==> src/shared/bsd_defs.svh <==
// constants for the bit-skip, jump and increment decode core
`ifndef BSD_DEFS_SVH
`define BSD_DEFS_SVH

// ==========================================================
// opcode prefixes
`define BSD_OP_SKIP_CLR 4'hB
`define BSD_OP_SKIP_SET 4'hA
`define BSD_OP_INC 6'h0A
`define BSD_OP_JUMP_FIRST 8'hEF
`define BSD_OP_JUMP_SECOND 4'hF
`define BSD_TW_MOVE 4'hC
`define BSD_TW_CALL 7'h76
`define BSD_TW_LOADFSR 8'hEE
`define BSD_NOP_WORD 16'h0000

// ==========================================================
// field positions
`define BSD_BIT_HI 11
`define BSD_BIT_LO 9
`define BSD_DEST_BIT 9
`define BSD_BANK_BIT 8
`define BSD_FILE_HI 7
`define BSD_FILE_LO 0
`define BSD_JUMP_HI_MSB 11

// ==========================================================
// addressing
`define BSD_IDX_LIMIT 8'h5F
`define BSD_ACC_SPLIT 8'h60
`define BSD_ACC_LO_BANK 4'h0
`define BSD_ACC_HI_BANK 4'hF

// ==========================================================
// flag limits
`define BSD_BYTE_MAX 8'hFF
`define BSD_POS_MAX 8'h7F
`define BSD_NIB_MAX 4'hF
`define BSD_ONE 8'h01

// ==========================================================
// phases, reset values and timing
`define BSD_Q1 2'h0
`define BSD_Q2 2'h1
`define BSD_Q3 2'h2
`define BSD_Q4 2'h3
`define BSD_PHASE_STEP 2'h1
`define BSD_PC_RESET 21'h0_0000
`define BSD_PC_STEP 21'h0_0002
`define BSD_W_RESET 8'h00
`define BSD_CLK_NS 5
`define BSD_PHASES_PER_CYCLE 4

`endif

==> src/shared/bsd_pkg.sv <==
// types for the bit-skip, jump and increment decode core
package bsd_pkg;

	typedef struct packed {
		logic [11:0] addr;
		logic [7:0] wdata;
		logic we;
	} bsd_file_req_t;

	typedef struct packed {
		logic n;
		logic ov;
		logic z;
		logic dc;
		logic c;
	} bsd_status_t;

	typedef enum logic [2:0] {
		cls_other,
		cls_skip_clr,
		cls_skip_set,
		cls_jump,
		cls_inc
	} bsd_class_t;

	typedef enum logic [1:0] {
		st_exec,
		st_nop_one,
		st_nop_two
	} bsd_state_t;

endpackage : bsd_pkg

==> src/core/bsd_core.sv <==
// decode and execute core for bit skips, absolute jump and file increment
`timescale 1ns/100ps
`include "bsd_defs.svh"

module bsd_core (
	input wire logic clock,
	input wire logic rst_n,
	output logic [20:0] prog_addr,
	input wire logic [15:0] prog_data,
	output bsd_pkg::bsd_file_req_t file_req,
	input wire logic [7:0] file_rd_data,
	input wire logic [3:0] bank_select_register,
	input wire logic [11:0] index_base,
	input wire logic ext_set_en,
	output logic [7:0] w_reg,
	output bsd_pkg::bsd_status_t status,
	output logic [1:0] phase
);
	import bsd_pkg::*;

	// ==========================================================
	// state
	logic [20:0] pc;
	logic [15:0] ir;
	logic [7:0] operand;
	bsd_state_t state;
	bsd_class_t cls;
	logic [2:0] bit_sel;
	logic [7:0] file_sel;
	logic bank_bit;
	logic dest_bit;
	logic bit_val;
	logic do_skip;
	logic next_two_word;
	logic [11:0] next_addr;
	logic [8:0] inc_sum;
	logic [7:0] inc_result;
	bsd_status_t next_status;
	logic [20:0] jump_target;
	// one flop per request field; we and wdata share one process, addr has its own
	logic [11:0] req_addr;
	logic [7:0] req_wdata;
	logic req_we;

	assign prog_addr = pc;
	assign file_req = '{addr: req_addr, wdata: req_wdata, we: req_we};

	// ==========================================================
	// two-word detection on the word just fetched
	function automatic logic is_two_word(input logic [15:0] word);
		is_two_word = (word[15:12] == `BSD_TW_MOVE)
			|| (word[15:9] == `BSD_TW_CALL)
			|| (word[15:8] == `BSD_TW_LOADFSR)
			|| (word[15:8] == `BSD_OP_JUMP_FIRST);
	endfunction : is_two_word

	// ==========================================================
	// decode
	// field widths
	assign bit_sel = ir[`BSD_BIT_HI:`BSD_BIT_LO];
	assign file_sel = ir[`BSD_FILE_HI:`BSD_FILE_LO];
	assign bank_bit = ir[`BSD_BANK_BIT];
	assign dest_bit = ir[`BSD_DEST_BIT];

	// words discarded by a nop state decode as nothing
	always_comb begin
		cls = cls_other;
		if (state == st_exec) begin
			if (ir[15:12] == `BSD_OP_SKIP_CLR) begin
				cls = cls_skip_clr;
			end else if (ir[15:12] == `BSD_OP_SKIP_SET) begin
				cls = cls_skip_set;
			end else if (ir[15:10] == `BSD_OP_INC) begin
				cls = cls_inc;
			end else if (ir[15:8] == `BSD_OP_JUMP_FIRST) begin
				cls = cls_jump;
			end
		end
	end

	always_comb begin
		if (!bank_bit && ext_set_en && file_sel <= `BSD_IDX_LIMIT) begin
			next_addr = 12'(index_base + {4'h0, file_sel});
		end else if (!bank_bit) begin
			next_addr = (file_sel < `BSD_ACC_SPLIT) ? {`BSD_ACC_LO_BANK, file_sel}
				: {`BSD_ACC_HI_BANK, file_sel};
		end else begin
			next_addr = {bank_select_register, file_sel};
		end
	end

	// ==========================================================
	// execute datapath
	assign bit_val = operand[bit_sel];
	assign do_skip = (cls == cls_skip_clr && !bit_val) || (cls == cls_skip_set && bit_val);
	assign next_two_word = is_two_word(prog_data);

	assign inc_sum = {1'b0, operand} + {1'b0, `BSD_ONE};
	assign inc_result = inc_sum[7:0];

	always_comb begin
		next_status.c = inc_sum[8];
		next_status.dc = (operand[3:0] == `BSD_NIB_MAX);
		next_status.n = inc_result[7];
		next_status.ov = (operand == `BSD_POS_MAX);
		next_status.z = (inc_result == 8'h00);
	end

	// pc bits 20..1 from both words
	assign jump_target = {prog_data[`BSD_JUMP_HI_MSB:0], file_sel, 1'b0};

	// ==========================================================
	// phase divider: one clock per phase, four per cycle
	always_ff @(posedge clock or negedge rst_n) begin
		if (!rst_n) begin
			phase <= `BSD_Q1;
		end else begin
			phase <= 2'(phase + `BSD_PHASE_STEP);
		end
	end

	// ==========================================================
	// q1: address for the read
	always_ff @(posedge clock or negedge rst_n) begin
		if (!rst_n) begin
			req_addr <= 12'h000;
		end else if (phase == `BSD_Q1 && cls != cls_other && cls != cls_jump) begin
			req_addr <= next_addr;
		end
	end

	// q2: operand read
	always_ff @(posedge clock or negedge rst_n) begin
		if (!rst_n) begin
			operand <= 8'h00;
		end else if (phase == `BSD_Q2) begin
			operand <= file_rd_data;
		end
	end

	// ==========================================================
	// q3: process; the write strobe covers q4 only
	always_ff @(posedge clock or negedge rst_n) begin
		if (!rst_n) begin
			req_we <= 1'b0;
			req_wdata <= 8'h00;
		end else if (phase == `BSD_Q3 && cls == cls_inc) begin
			// dest bit 1 writes the file
			req_we <= dest_bit;
			req_wdata <= inc_result;
		end else begin
			req_we <= 1'b0;
		end
	end

	always_ff @(posedge clock or negedge rst_n) begin
		if (!rst_n) begin
			w_reg <= `BSD_W_RESET;
		end else if (phase == `BSD_Q3 && cls == cls_inc && !dest_bit) begin
			// dest bit 0 goes to working
			w_reg <= inc_result;
		end
	end

	// bit tests never reach this, so their flags stay put
	always_ff @(posedge clock or negedge rst_n) begin
		if (!rst_n) begin
			status <= '0;
		end else if (phase == `BSD_Q3 && cls == cls_inc) begin
			status <= next_status;
		end
	end

	// ==========================================================
	// q4: fetch, program counter and discard tracking
	always_ff @(posedge clock or negedge rst_n) begin
		if (!rst_n) begin
			pc <= `BSD_PC_RESET;
			ir <= `BSD_NOP_WORD;
		end else if (phase == `BSD_Q4) begin
			ir <= prog_data;
			if (cls == cls_jump) begin
				pc <= jump_target;
			end else begin
				pc <= 21'(pc + `BSD_PC_STEP);
			end
		end
	end

	// skipped words are still fetched, just never decoded
	always_ff @(posedge clock or negedge rst_n) begin
		if (!rst_n) begin
			state <= st_exec;
		end else if (phase == `BSD_Q4) begin
			case (state)
				st_exec: begin
					if (do_skip && next_two_word) begin
						state <= st_nop_two;
					end else if (do_skip || cls == cls_jump) begin
						state <= st_nop_one;
					end else begin
						state <= st_exec;
					end
				end
				st_nop_two: begin
					state <= st_nop_one;
				end
				st_nop_one: begin
					state <= st_exec;
				end
				default: begin
					state <= st_exec;
				end
			endcase
		end
	end

	// ==========================================================
	// checks
	chk_clear_skip: assert property (@(posedge clock) disable iff (!rst_n)
		(phase == `BSD_Q4 && cls == cls_skip_clr && !bit_val) |=> state != st_exec)
		else $error("skip on clear bit not taken");

	chk_set_skip: assert property (@(posedge clock) disable iff (!rst_n)
		(phase == `BSD_Q4 && cls == cls_skip_set && bit_val) |=> state != st_exec)
		else $error("skip on set bit not taken");

	chk_bit_flags_kept: assert property (@(posedge clock) disable iff (!rst_n)
		(phase == `BSD_Q3 && (cls == cls_skip_clr || cls == cls_skip_set))
		|=> $stable(status) && !file_req.we)
		else $error("bit test touched flags or file");

	chk_skip_one_nop: assert property (@(posedge clock) disable iff (!rst_n)
		(phase == `BSD_Q4 && do_skip && !next_two_word)
		|=> (state == st_nop_one && cls == cls_other)[*4] ##1 state == st_exec)
		else $error("single skip not one nop cycle");

	chk_skip_two_nop: assert property (@(posedge clock) disable iff (!rst_n)
		(phase == `BSD_Q4 && do_skip && next_two_word)
		|=> state == st_nop_two ##4 state == st_nop_one ##4 state == st_exec)
		else $error("two-word skip not two nop cycles");

	chk_no_skip_one: assert property (@(posedge clock) disable iff (!rst_n)
		(phase == `BSD_Q4 && (cls == cls_skip_clr || cls == cls_skip_set) && !do_skip)
		|=> state == st_exec)
		else $error("bit test without skip stalled");

	chk_banked_addr: assert property (@(posedge clock) disable iff (!rst_n)
		(phase == `BSD_Q1 && (cls == cls_inc || cls == cls_skip_set) && bank_bit)
		|=> file_req.addr == {$past(bank_select_register), $past(ir[7:0])})
		else $error("banked address wrong");

	chk_indexed_addr: assert property (@(posedge clock) disable iff (!rst_n)
		(phase == `BSD_Q1 && cls == cls_skip_clr && !bank_bit && ext_set_en
		&& file_sel <= `BSD_IDX_LIMIT)
		|=> file_req.addr == 12'($past(index_base) + {4'h0, $past(file_sel)}))
		else $error("indexed address wrong");

	chk_jump_target: assert property (@(posedge clock) disable iff (!rst_n)
		(phase == `BSD_Q4 && cls == cls_jump) |=> pc == $past(jump_target) && pc[0] == 1'b0)
		else $error("jump did not load target");

	chk_jump_idle: assert property (@(posedge clock) disable iff (!rst_n)
		(phase == `BSD_Q4 && cls == cls_jump)
		|=> (cls == cls_other && !file_req.we)[*4] ##1 state == st_exec)
		else $error("jump second cycle not idle");

	chk_inc_file: assert property (@(posedge clock) disable iff (!rst_n)
		(phase == `BSD_Q3 && cls == cls_inc && dest_bit)
		|=> file_req.we && file_req.wdata == 8'($past(operand) + `BSD_ONE) ##1 !file_req.we)
		else $error("increment write wrong");

	chk_inc_working: assert property (@(posedge clock) disable iff (!rst_n)
		(phase == `BSD_Q3 && cls == cls_inc && !dest_bit)
		|=> !file_req.we && w_reg == 8'($past(operand) + `BSD_ONE))
		else $error("increment to working wrong");

	chk_inc_flags: assert property (@(posedge clock) disable iff (!rst_n)
		(phase == `BSD_Q3 && cls == cls_inc && operand == `BSD_BYTE_MAX)
		|=> status.z && status.c && status.dc && !status.n)
		else $error("increment flags wrong at wrap");

endmodule : bsd_core

==> config.mk <==
export PLATFORM = sky130hd
export DESIGN_NAME = bsd_core
export DESIGN_NICKNAME = d
export VERILOG_FILES = /design/src/shared/bsd_pkg.sv /design/src/core/bsd_core.sv
export VERILOG_INCLUDE_DIRS = /design/src /design/src/shared
export SDC_FILE = /design/constraint.sdc
export NUM_CORES = 1
export LEC_CHECK = 0
export ABC_AREA = 1
export BUFFER_PORTS_ARGS = -buffer_cell sky130_fd_sc_hd__buf_2
export CAP_MARGIN = 20
export CORE_MARGIN = 3
export CORE_UTILIZATION = 30
export DETAILED_ROUTE_END_ITERATION = 7
export SLEW_MARGIN = 20
export SYNTH_ARGS = -nofsm -noshare
export SYNTH_HDL_FRONTEND = slang
export SYNTH_SLANG_ARGS = --single-unit
==> constraint.sdc <==
create_clock -name clock -period 2 [get_ports clock]
set_clock_uncertainty 0.15 [all_clocks]
set_input_delay 0.3 -clock clock [delete_from_list [all_inputs] [get_ports clock]]
set_output_delay 0.3 -clock clock [all_outputs]
set_load 0.02 [all_outputs]
==> flow_metrics.tcl, run 1 <==
set metrics [dict create \
    cts_tree "yes" \
    period_share 0.9296 \
    p_leak_nw 3.168 \
    hpwlAfterDp_um 9906 \
    clockBufferDepth 2 \
    ys_seq_elements 81 \
    layout_setup_ws_ns 0.1407 \
    cap_violations 0 \
    power_density_mw_per_mm2 781.5 \
    critPathArrivalTime_ns 1.94 \
    die_area_mm2 0.01723 \
    hp-class "input port to flip-flop" \
    synth_area_mm2 0.004708 \
    syn_inst 633 \
    chipWidth_um 131.3 \
    drt-initial-drc-count 227 \
    core_area_mm2 0.01526 \
    seq_power_share 0.418 \
    clkTransAtPathRegs_ns 0.06 \
    chipHeight_um 131.3 \
    cp-end-kind "flip-flop" \
    yosys-top-cells-area "dfrtp_1 43%, nand2_1 18%, o21ai_0 6.7%" \
    wirelength_um 12720 \
    grt_use_total 0.1520 \
    cts_sinks 81 \
    htree_levels 3 \
    vias 4335 \
    switchingPower_mw 1.402 \
    synth_nets 691 \
    hold_viol_final 0 \
    grt_first_pass_wirelength_um 21380 \
    ios 100 \
    worst_hold_startpoint "file_rd_data[6]" \
    rows 45 \
    yosys.area.top_type "dfrtp_1" \
    layout-drive-gt1-share 0.2164 \
    cp-start-kind "flip-flop" \
    synth_area_per_cell_um2 7.438 \
    min_period_ns 1.859 \
    dp_slack_ns -0.04265 \
    ir_drop_uv 408.9 \
    area_growth_pct 26.04 \
    synth_cell_types 34 \
    finalMaxSlewViolations 0 \
    reg2reg_from "ir[0]" \
    initial_core_util 0.3086 \
    viasPerCell 4.474 \
    final_common_cell "nand2_1" \
    status "finished, final reports clean" \
    power_frac_comb 0.202 \
    crit_type "flip-flop to flip-flop" \
    fmax_ghz 0.5378 \
    crit_start "ir[0]" \
    worstSkewPairLatency_ns 0.34 \
    postLayoutCellArea_mm2 0.005934 \
    grt_overflow_total 0 \
    ys_warn_count 0 \
    largest_reg_flops 20 \
    intPower_mw 3.236 \
    ys_seq_area_frac 0.4305 \
    setup_viol 0 \
    postCtsSetupBuffers 0 \
    clk_root_buffer_cell "clkbuf_16" \
    place_area_mm2 0.005585 \
    wl_per_cell_um 13.12 \
    place.port_buffers 98 \
    drc 0 \
    diodes 0 \
    rsz0062_at_grt "true" \
    worstPathMaxFanout 4 \
    swShare 0.3022 \
    final_nets 811 \
    grt_start_max_net_pins 82 \
    clock_power_share 0.380 \
    yosysTopAreaCellShare 0.4305 \
    gp_congestion 0.8923 \
    drt-pass1-iter-count 4 \
    final_cell_mix "230 x nand2_1, 97 x buf_2, 81 x dfrtp_1" \
    required_ns 2.08 \
    antenna_found_initial 0 \
    ant_nets 0 \
    numCtsBuffers 9 \
    first_global_vias 4321 \
]
-- synth_stat cells --
cell type / n
o21ai_2: 4
a21oi_1: 19
o21ai_0: 63
nor2_4: 1
nand3_4: 1
clkinv_1: 1
mux2_2: 3
nor3_4: 1
nand2_1: 231
o22ai_1: 1
nand3_1: 31
nand4_1: 9
nand3_2: 3
dfrtp_1: 81
o21a_1: 2
inv_2: 2
nor4_1: 1
clkbuf_1: 8
conb_1: 1
ha_1: 14
buf_4: 5
nor2_1: 38
inv_1: 60
o21bai_1: 1
buf_2: 4
xor2_1: 15
fa_1: 1
nor3b_1: 1
buf_6: 2
o21ai_1: 2
nand3b_1: 6
a22o_1: 1
nor3_1: 14
xnor2_1: 6
-- metrics by stage --
stage / util / instances / power (mW) / setup TNS, ns / hold slack (ns)
2_1_floorplan: - / 633 / 2.528 / 0 / -0.1456
3_3_place_gp: 0.3661 / 952 / 2.897 / -0.01432 / 0.2232
3_5_place_dp: 0.3661 / 952 / 2.906 / -0.05587 / 0.2220
4_1_cts: 0.3871 / 969 / 4.698 / 0 / 0.01063
5_1_grt: 0.3889 / 969 / 4.899 / -0.01285 / 0.02727
6_report: 0.3889 / 969 / 4.638 / 0 / 0.02164
-- what timing repair did --
item / CTS / global route
endpoints found under the hold margin: 81 / 0
gates resized for setup: 1 / 9
endpoints found under the setup margin: 1 / 13
hold buffers: 1 / 0
-- layout make-up --
type / instances / area (µm²)
Fill cell: 1639 / 9324
Sequential cell: 81 / 2027
Clock inverter: 6 / 82.58
Clock buffer: 10 / 229.0
Inverter: 63 / 236.5
Tap cell: 211 / 264.0
Multi-Input combinational cell: 470 / 2362
Timing Repair Buffer: 128 / 733.2
-- power groups by stage --
stage	Combinational, mW	Sequential (mW)	Clock, mW
global placement	0.929	1.97	0
floorplan	0.396	2.13	0
global route	1.05	1.97	1.88
detailed placement	0.937	1.97	0
finish	0.937	1.94	1.76
CTS	0.942	1.94	1.82
-- final timing paths --
path / end / slack (ns) / cells past startpoint
setup / recovery: req_addr[10] / 0.14 / 11
hold / removal: operand[6] / 0.02 / 3
setup reg to reg: req_addr[10] / 0.14 / 11
hold reg to reg: w_reg[3] / 0.32 / 2
max in group asynchronous: prog_addr[12] / 0.97 / 3
min in group asynchronous: operand[7] / 0.38 / 3
-- cells by family after synthesis --
family / after synthesis / share of synthesized area
fa+ha+maj: 15 / 0.04146
other cells: 1 / 0.0007965
xor+xnor: 21 / 0.03907
buf+inv: 82 / 0.07361
compound gates: 93 / 0.1047
mux: 3 / 0.007175
flops: 81 / 0.4305
simple gates: 337 / 0.3027
-- layer usage --
layer	track usage	up-vias	wire length, µm
met1	0.2129	1959	6531
met3	0.03254	12	501
li1	-	2277	-
met5	0	-	0
met2	0.2324	87	5514
met4	0.05426	0	167
-- worst max-delay path, cell delays in order, from the launching register on --
cell and delay, ns:
dfrtp_1 0.35, ha_1 0.16, inv_1 0.05, fa_2 0.35
o21ai_1 0.18, nand2_1 0.07, nand2_1 0.12, nand3_1 0.08
nand3_1 0.08, nand2_1 0.05, nand2_1 0.06, nand2_1 0.04
Note: power is estimated with default switching activity, not from simulation.
==> run 2: changes to the inputs <==
--- a/config.mk
+++ b/config.mk
@@ -9,9 +9,13 @@
 export ABC_AREA = 1
 export BUFFER_PORTS_ARGS = -buffer_cell sky130_fd_sc_hd__buf_2
 export CAP_MARGIN = 20
+export CELL_PAD_IN_SITES_DETAIL_PLACEMENT = 0
+export CELL_PAD_IN_SITES_GLOBAL_PLACEMENT = 1
 export CORE_MARGIN = 3
 export CORE_UTILIZATION = 30
+export CTS_CLUSTER_DIAMETER = 50
 export DETAILED_ROUTE_END_ITERATION = 7
+export PLACE_DENSITY_LB_ADDON = 0.1
 export SLEW_MARGIN = 20
 export SYNTH_ARGS = -nofsm -noshare
 export SYNTH_HDL_FRONTEND = slang
==> run 2 against run 1 <==
Against the previous run: maximum frequency decreased by 0.38%; clock-buffer cell count did not move; critical endpoint is now req_addr[6]; combinational power increased by 3.1%; largest power group unchanged; routed wire length is 11% higher; setup slack got worse by 0.0070 ns; cell count increased by 0.21%; flip-flop and latch count unchanged; core utilization rose by 0.37 points; largest cell class unchanged; first-iteration DRC count rose by 0.88%.
==> flow_metrics.tcl, run 2 (synthesis results as in run 1) <==
set metrics [dict create \
    status "finished, final reports clean" \
    drc 0 \
    multi_input_area_mm2 0.002391 \
    gp_congestion 0.8330 \
    slew_headroom 0.6684 \
    ios 100 \
    layoutNonFillerInstCount 971 \
    place_area_mm2 0.005598 \
    crit_type "flip-flop to flip-flop" \
    finalPower_mw 4.672 \
    hold_viol_final 0 \
    rows 45 \
    die_area_mm2 0.01723 \
    antenna_found_initial 0 \
    clkTransAtPathRegs_ns 0.06 \
    period_share 0.9332 \
    tightest_slew_ns 0.4936 \
    final_common_cell "nand2_1" \
    clockBufferDepth 2 \
    hpwlAfterDp_um 10690 \
    chipWidth_um 131.3 \
    area_growth_pct 27.24 \
    min_period_ns 1.866 \
    p_leak_nw 3.187 \
    viasPerCell 4.583 \
    worstPathMaxFanout 2 \
    reg2reg_from "ir[0]" \
    first_global_vias 4425 \
    nFillCells 1622 \
    wirelength_um 14060 \
    wl_per_cell_um 14.48 \
    drt-initial-drc-count 229 \
    ir_drop_uv 366.9 \
    rrSetupSlack_ns 0.13 \
    htree_levels 3 \
    numCtsBuffers 9 \
    drt-pass1-iter-count 4 \
    required_ns 2.14 \
    crit_top_cell "nand2_1" \
    critPathArrivalTime_ns 2.00 \
    worstSkewPairLatency_ns 0.35 \
    dp_slack_ns -0.1070 \
    layout_setup_ws_ns 0.1337 \
    clk_root_buffer_cell "clkbuf_16" \
    chipHeight_um 131.3 \
    vias 4450 \
    cp-end-kind "flip-flop" \
    hold_end "operand[7]" \
    slowest_delay_ns 0.36 \
    power_density_mw_per_mm2 779.9 \
    final_nets 813 \
    r2r-end "req_addr[6]" \
    place.port_buffers 98 \
    setup_viol 0 \
    postLayoutCellArea_mm2 0.005991 \
    rsz0062_at_grt "true" \
    grt_use_total 0.1663 \
    ant_nets 0 \
    diodes 0 \
    hp-class "input port to flip-flop" \
    grt_first_pass_wirelength_um 23070 \
    core_area_mm2 0.01526 \
    grt_overflow_total 0 \
    final-seq-area_mm2 0.002027 \
    cts_sinks 81 \
    path_cells "ha_1, inv_1, fa_2, buf_4, nor3_4, nor3_1, nand3b_1, nand2_1, nand2_1, nand2_1" \
    worst_hold_startpoint "file_rd_data[7]" \
    dp.cells 952 \
    final_cell_mix "229 x nand2_1, 97 x buf_2, 81 x dfrtp_1" \
    cp-start-kind "flip-flop" \
    layout-drive-gt1-share 0.2237 \
    hold_depth 3 \
    reg2reg_depth 10 \
    cap_violations 0 \
    grt_start_max_net_pins 82 \
    cts_tree "yes" \
    fmax_ghz 0.5358 \
    cp_slowest_cell "fa_2" \
    initial_core_util 0.3086 \
    finalMaxSlewViolations 0 \
    largest_reg_flops 20 \
]
==> run 2: cell count changes in the layout (fill, tap and decap cells not counted), moves of 2 or more <==
cell,delta
ha_4,+2
clkinv_4,+2
inv_6,+2
clkinv_2,-3
==> run 2: worst max-delay path by stage <==
stage | cells past startpoint | endpoint | from
2_1_floorplan | 11 | req_addr[10] | ir[0]
3_3_place_gp | 12 | req_addr[10] | index_base[0]
3_5_place_dp | 12 | req_addr[10] | index_base[0]
4_1_cts | 11 | req_addr[10] | ir[0]
5_1_grt | 10 | req_addr[6] | ir[0]
6_report | 10 | req_addr[6] | ir[0]
==> run 2: critical path, delay by kind of cell (launching register included) <==
family / cells / cell delay, ns
simple gates: 6 / 0.57
fa+ha+maj: 2 / 0.53
flops: 1 / 0.35
buf+inv: 2 / 0.22
==> run 2: per-stage QoR <==
step | util | setup TNS, ns | hold WS [ns]
global route | 0.3926 | -0.008903 | 0.01869
finish | 0.3926 | 0 | 0.01272
CTS | 0.3883 | 0 | 0.004184
global placement | 0.3669 | -0.1400 | 0.2254
detailed placement | 0.3669 | -0.2305 | 0.2283
floorplan | - | 0 | -0.1456
==> run 2: final cells by class <==
type / count / area share
Multi-Input combinational cell: 470 / 0.3991
Sequential cell: 81 / 0.3383
Clock inverter: 6 / 0.01211
Clock buffer: 10 / 0.03989
Tap cell: 211 / 0.04407
Timing Repair Buffer: 130 / 0.1270
Inverter: 63 / 0.03947
==> run 2: report_power, final <==
part / leakage [nW] / switching [mW] / internal [mW]
clock network: 0.150 / 0.745 / 1.02
registers: 0.977 / 0.137 / 1.81
logic: 2.06 / 0.618 / 0.348
total: 3.19 / 1.50 / 3.17
==> run 2: repair_timing <==
item                       in CTS  in global routing
hold buffers                    1                  0
hold endpoints to repair       81                  0
pin swaps                       0                  2
resized for setup               2                 13
setup endpoints to repair       3                 20
buffers inserted                0                  2
==> run 2: layer usage <==
layer	up-vias	track usage	share of wire	wire, µm
met5	-	0	0	0
met2	94	0.2558	0.43	6077
met3	15	0.02910	0.041	574
met1	2075	0.2372	0.51	7196
li1	2266	-	-	-
met4	0	0.05601	0.015	214
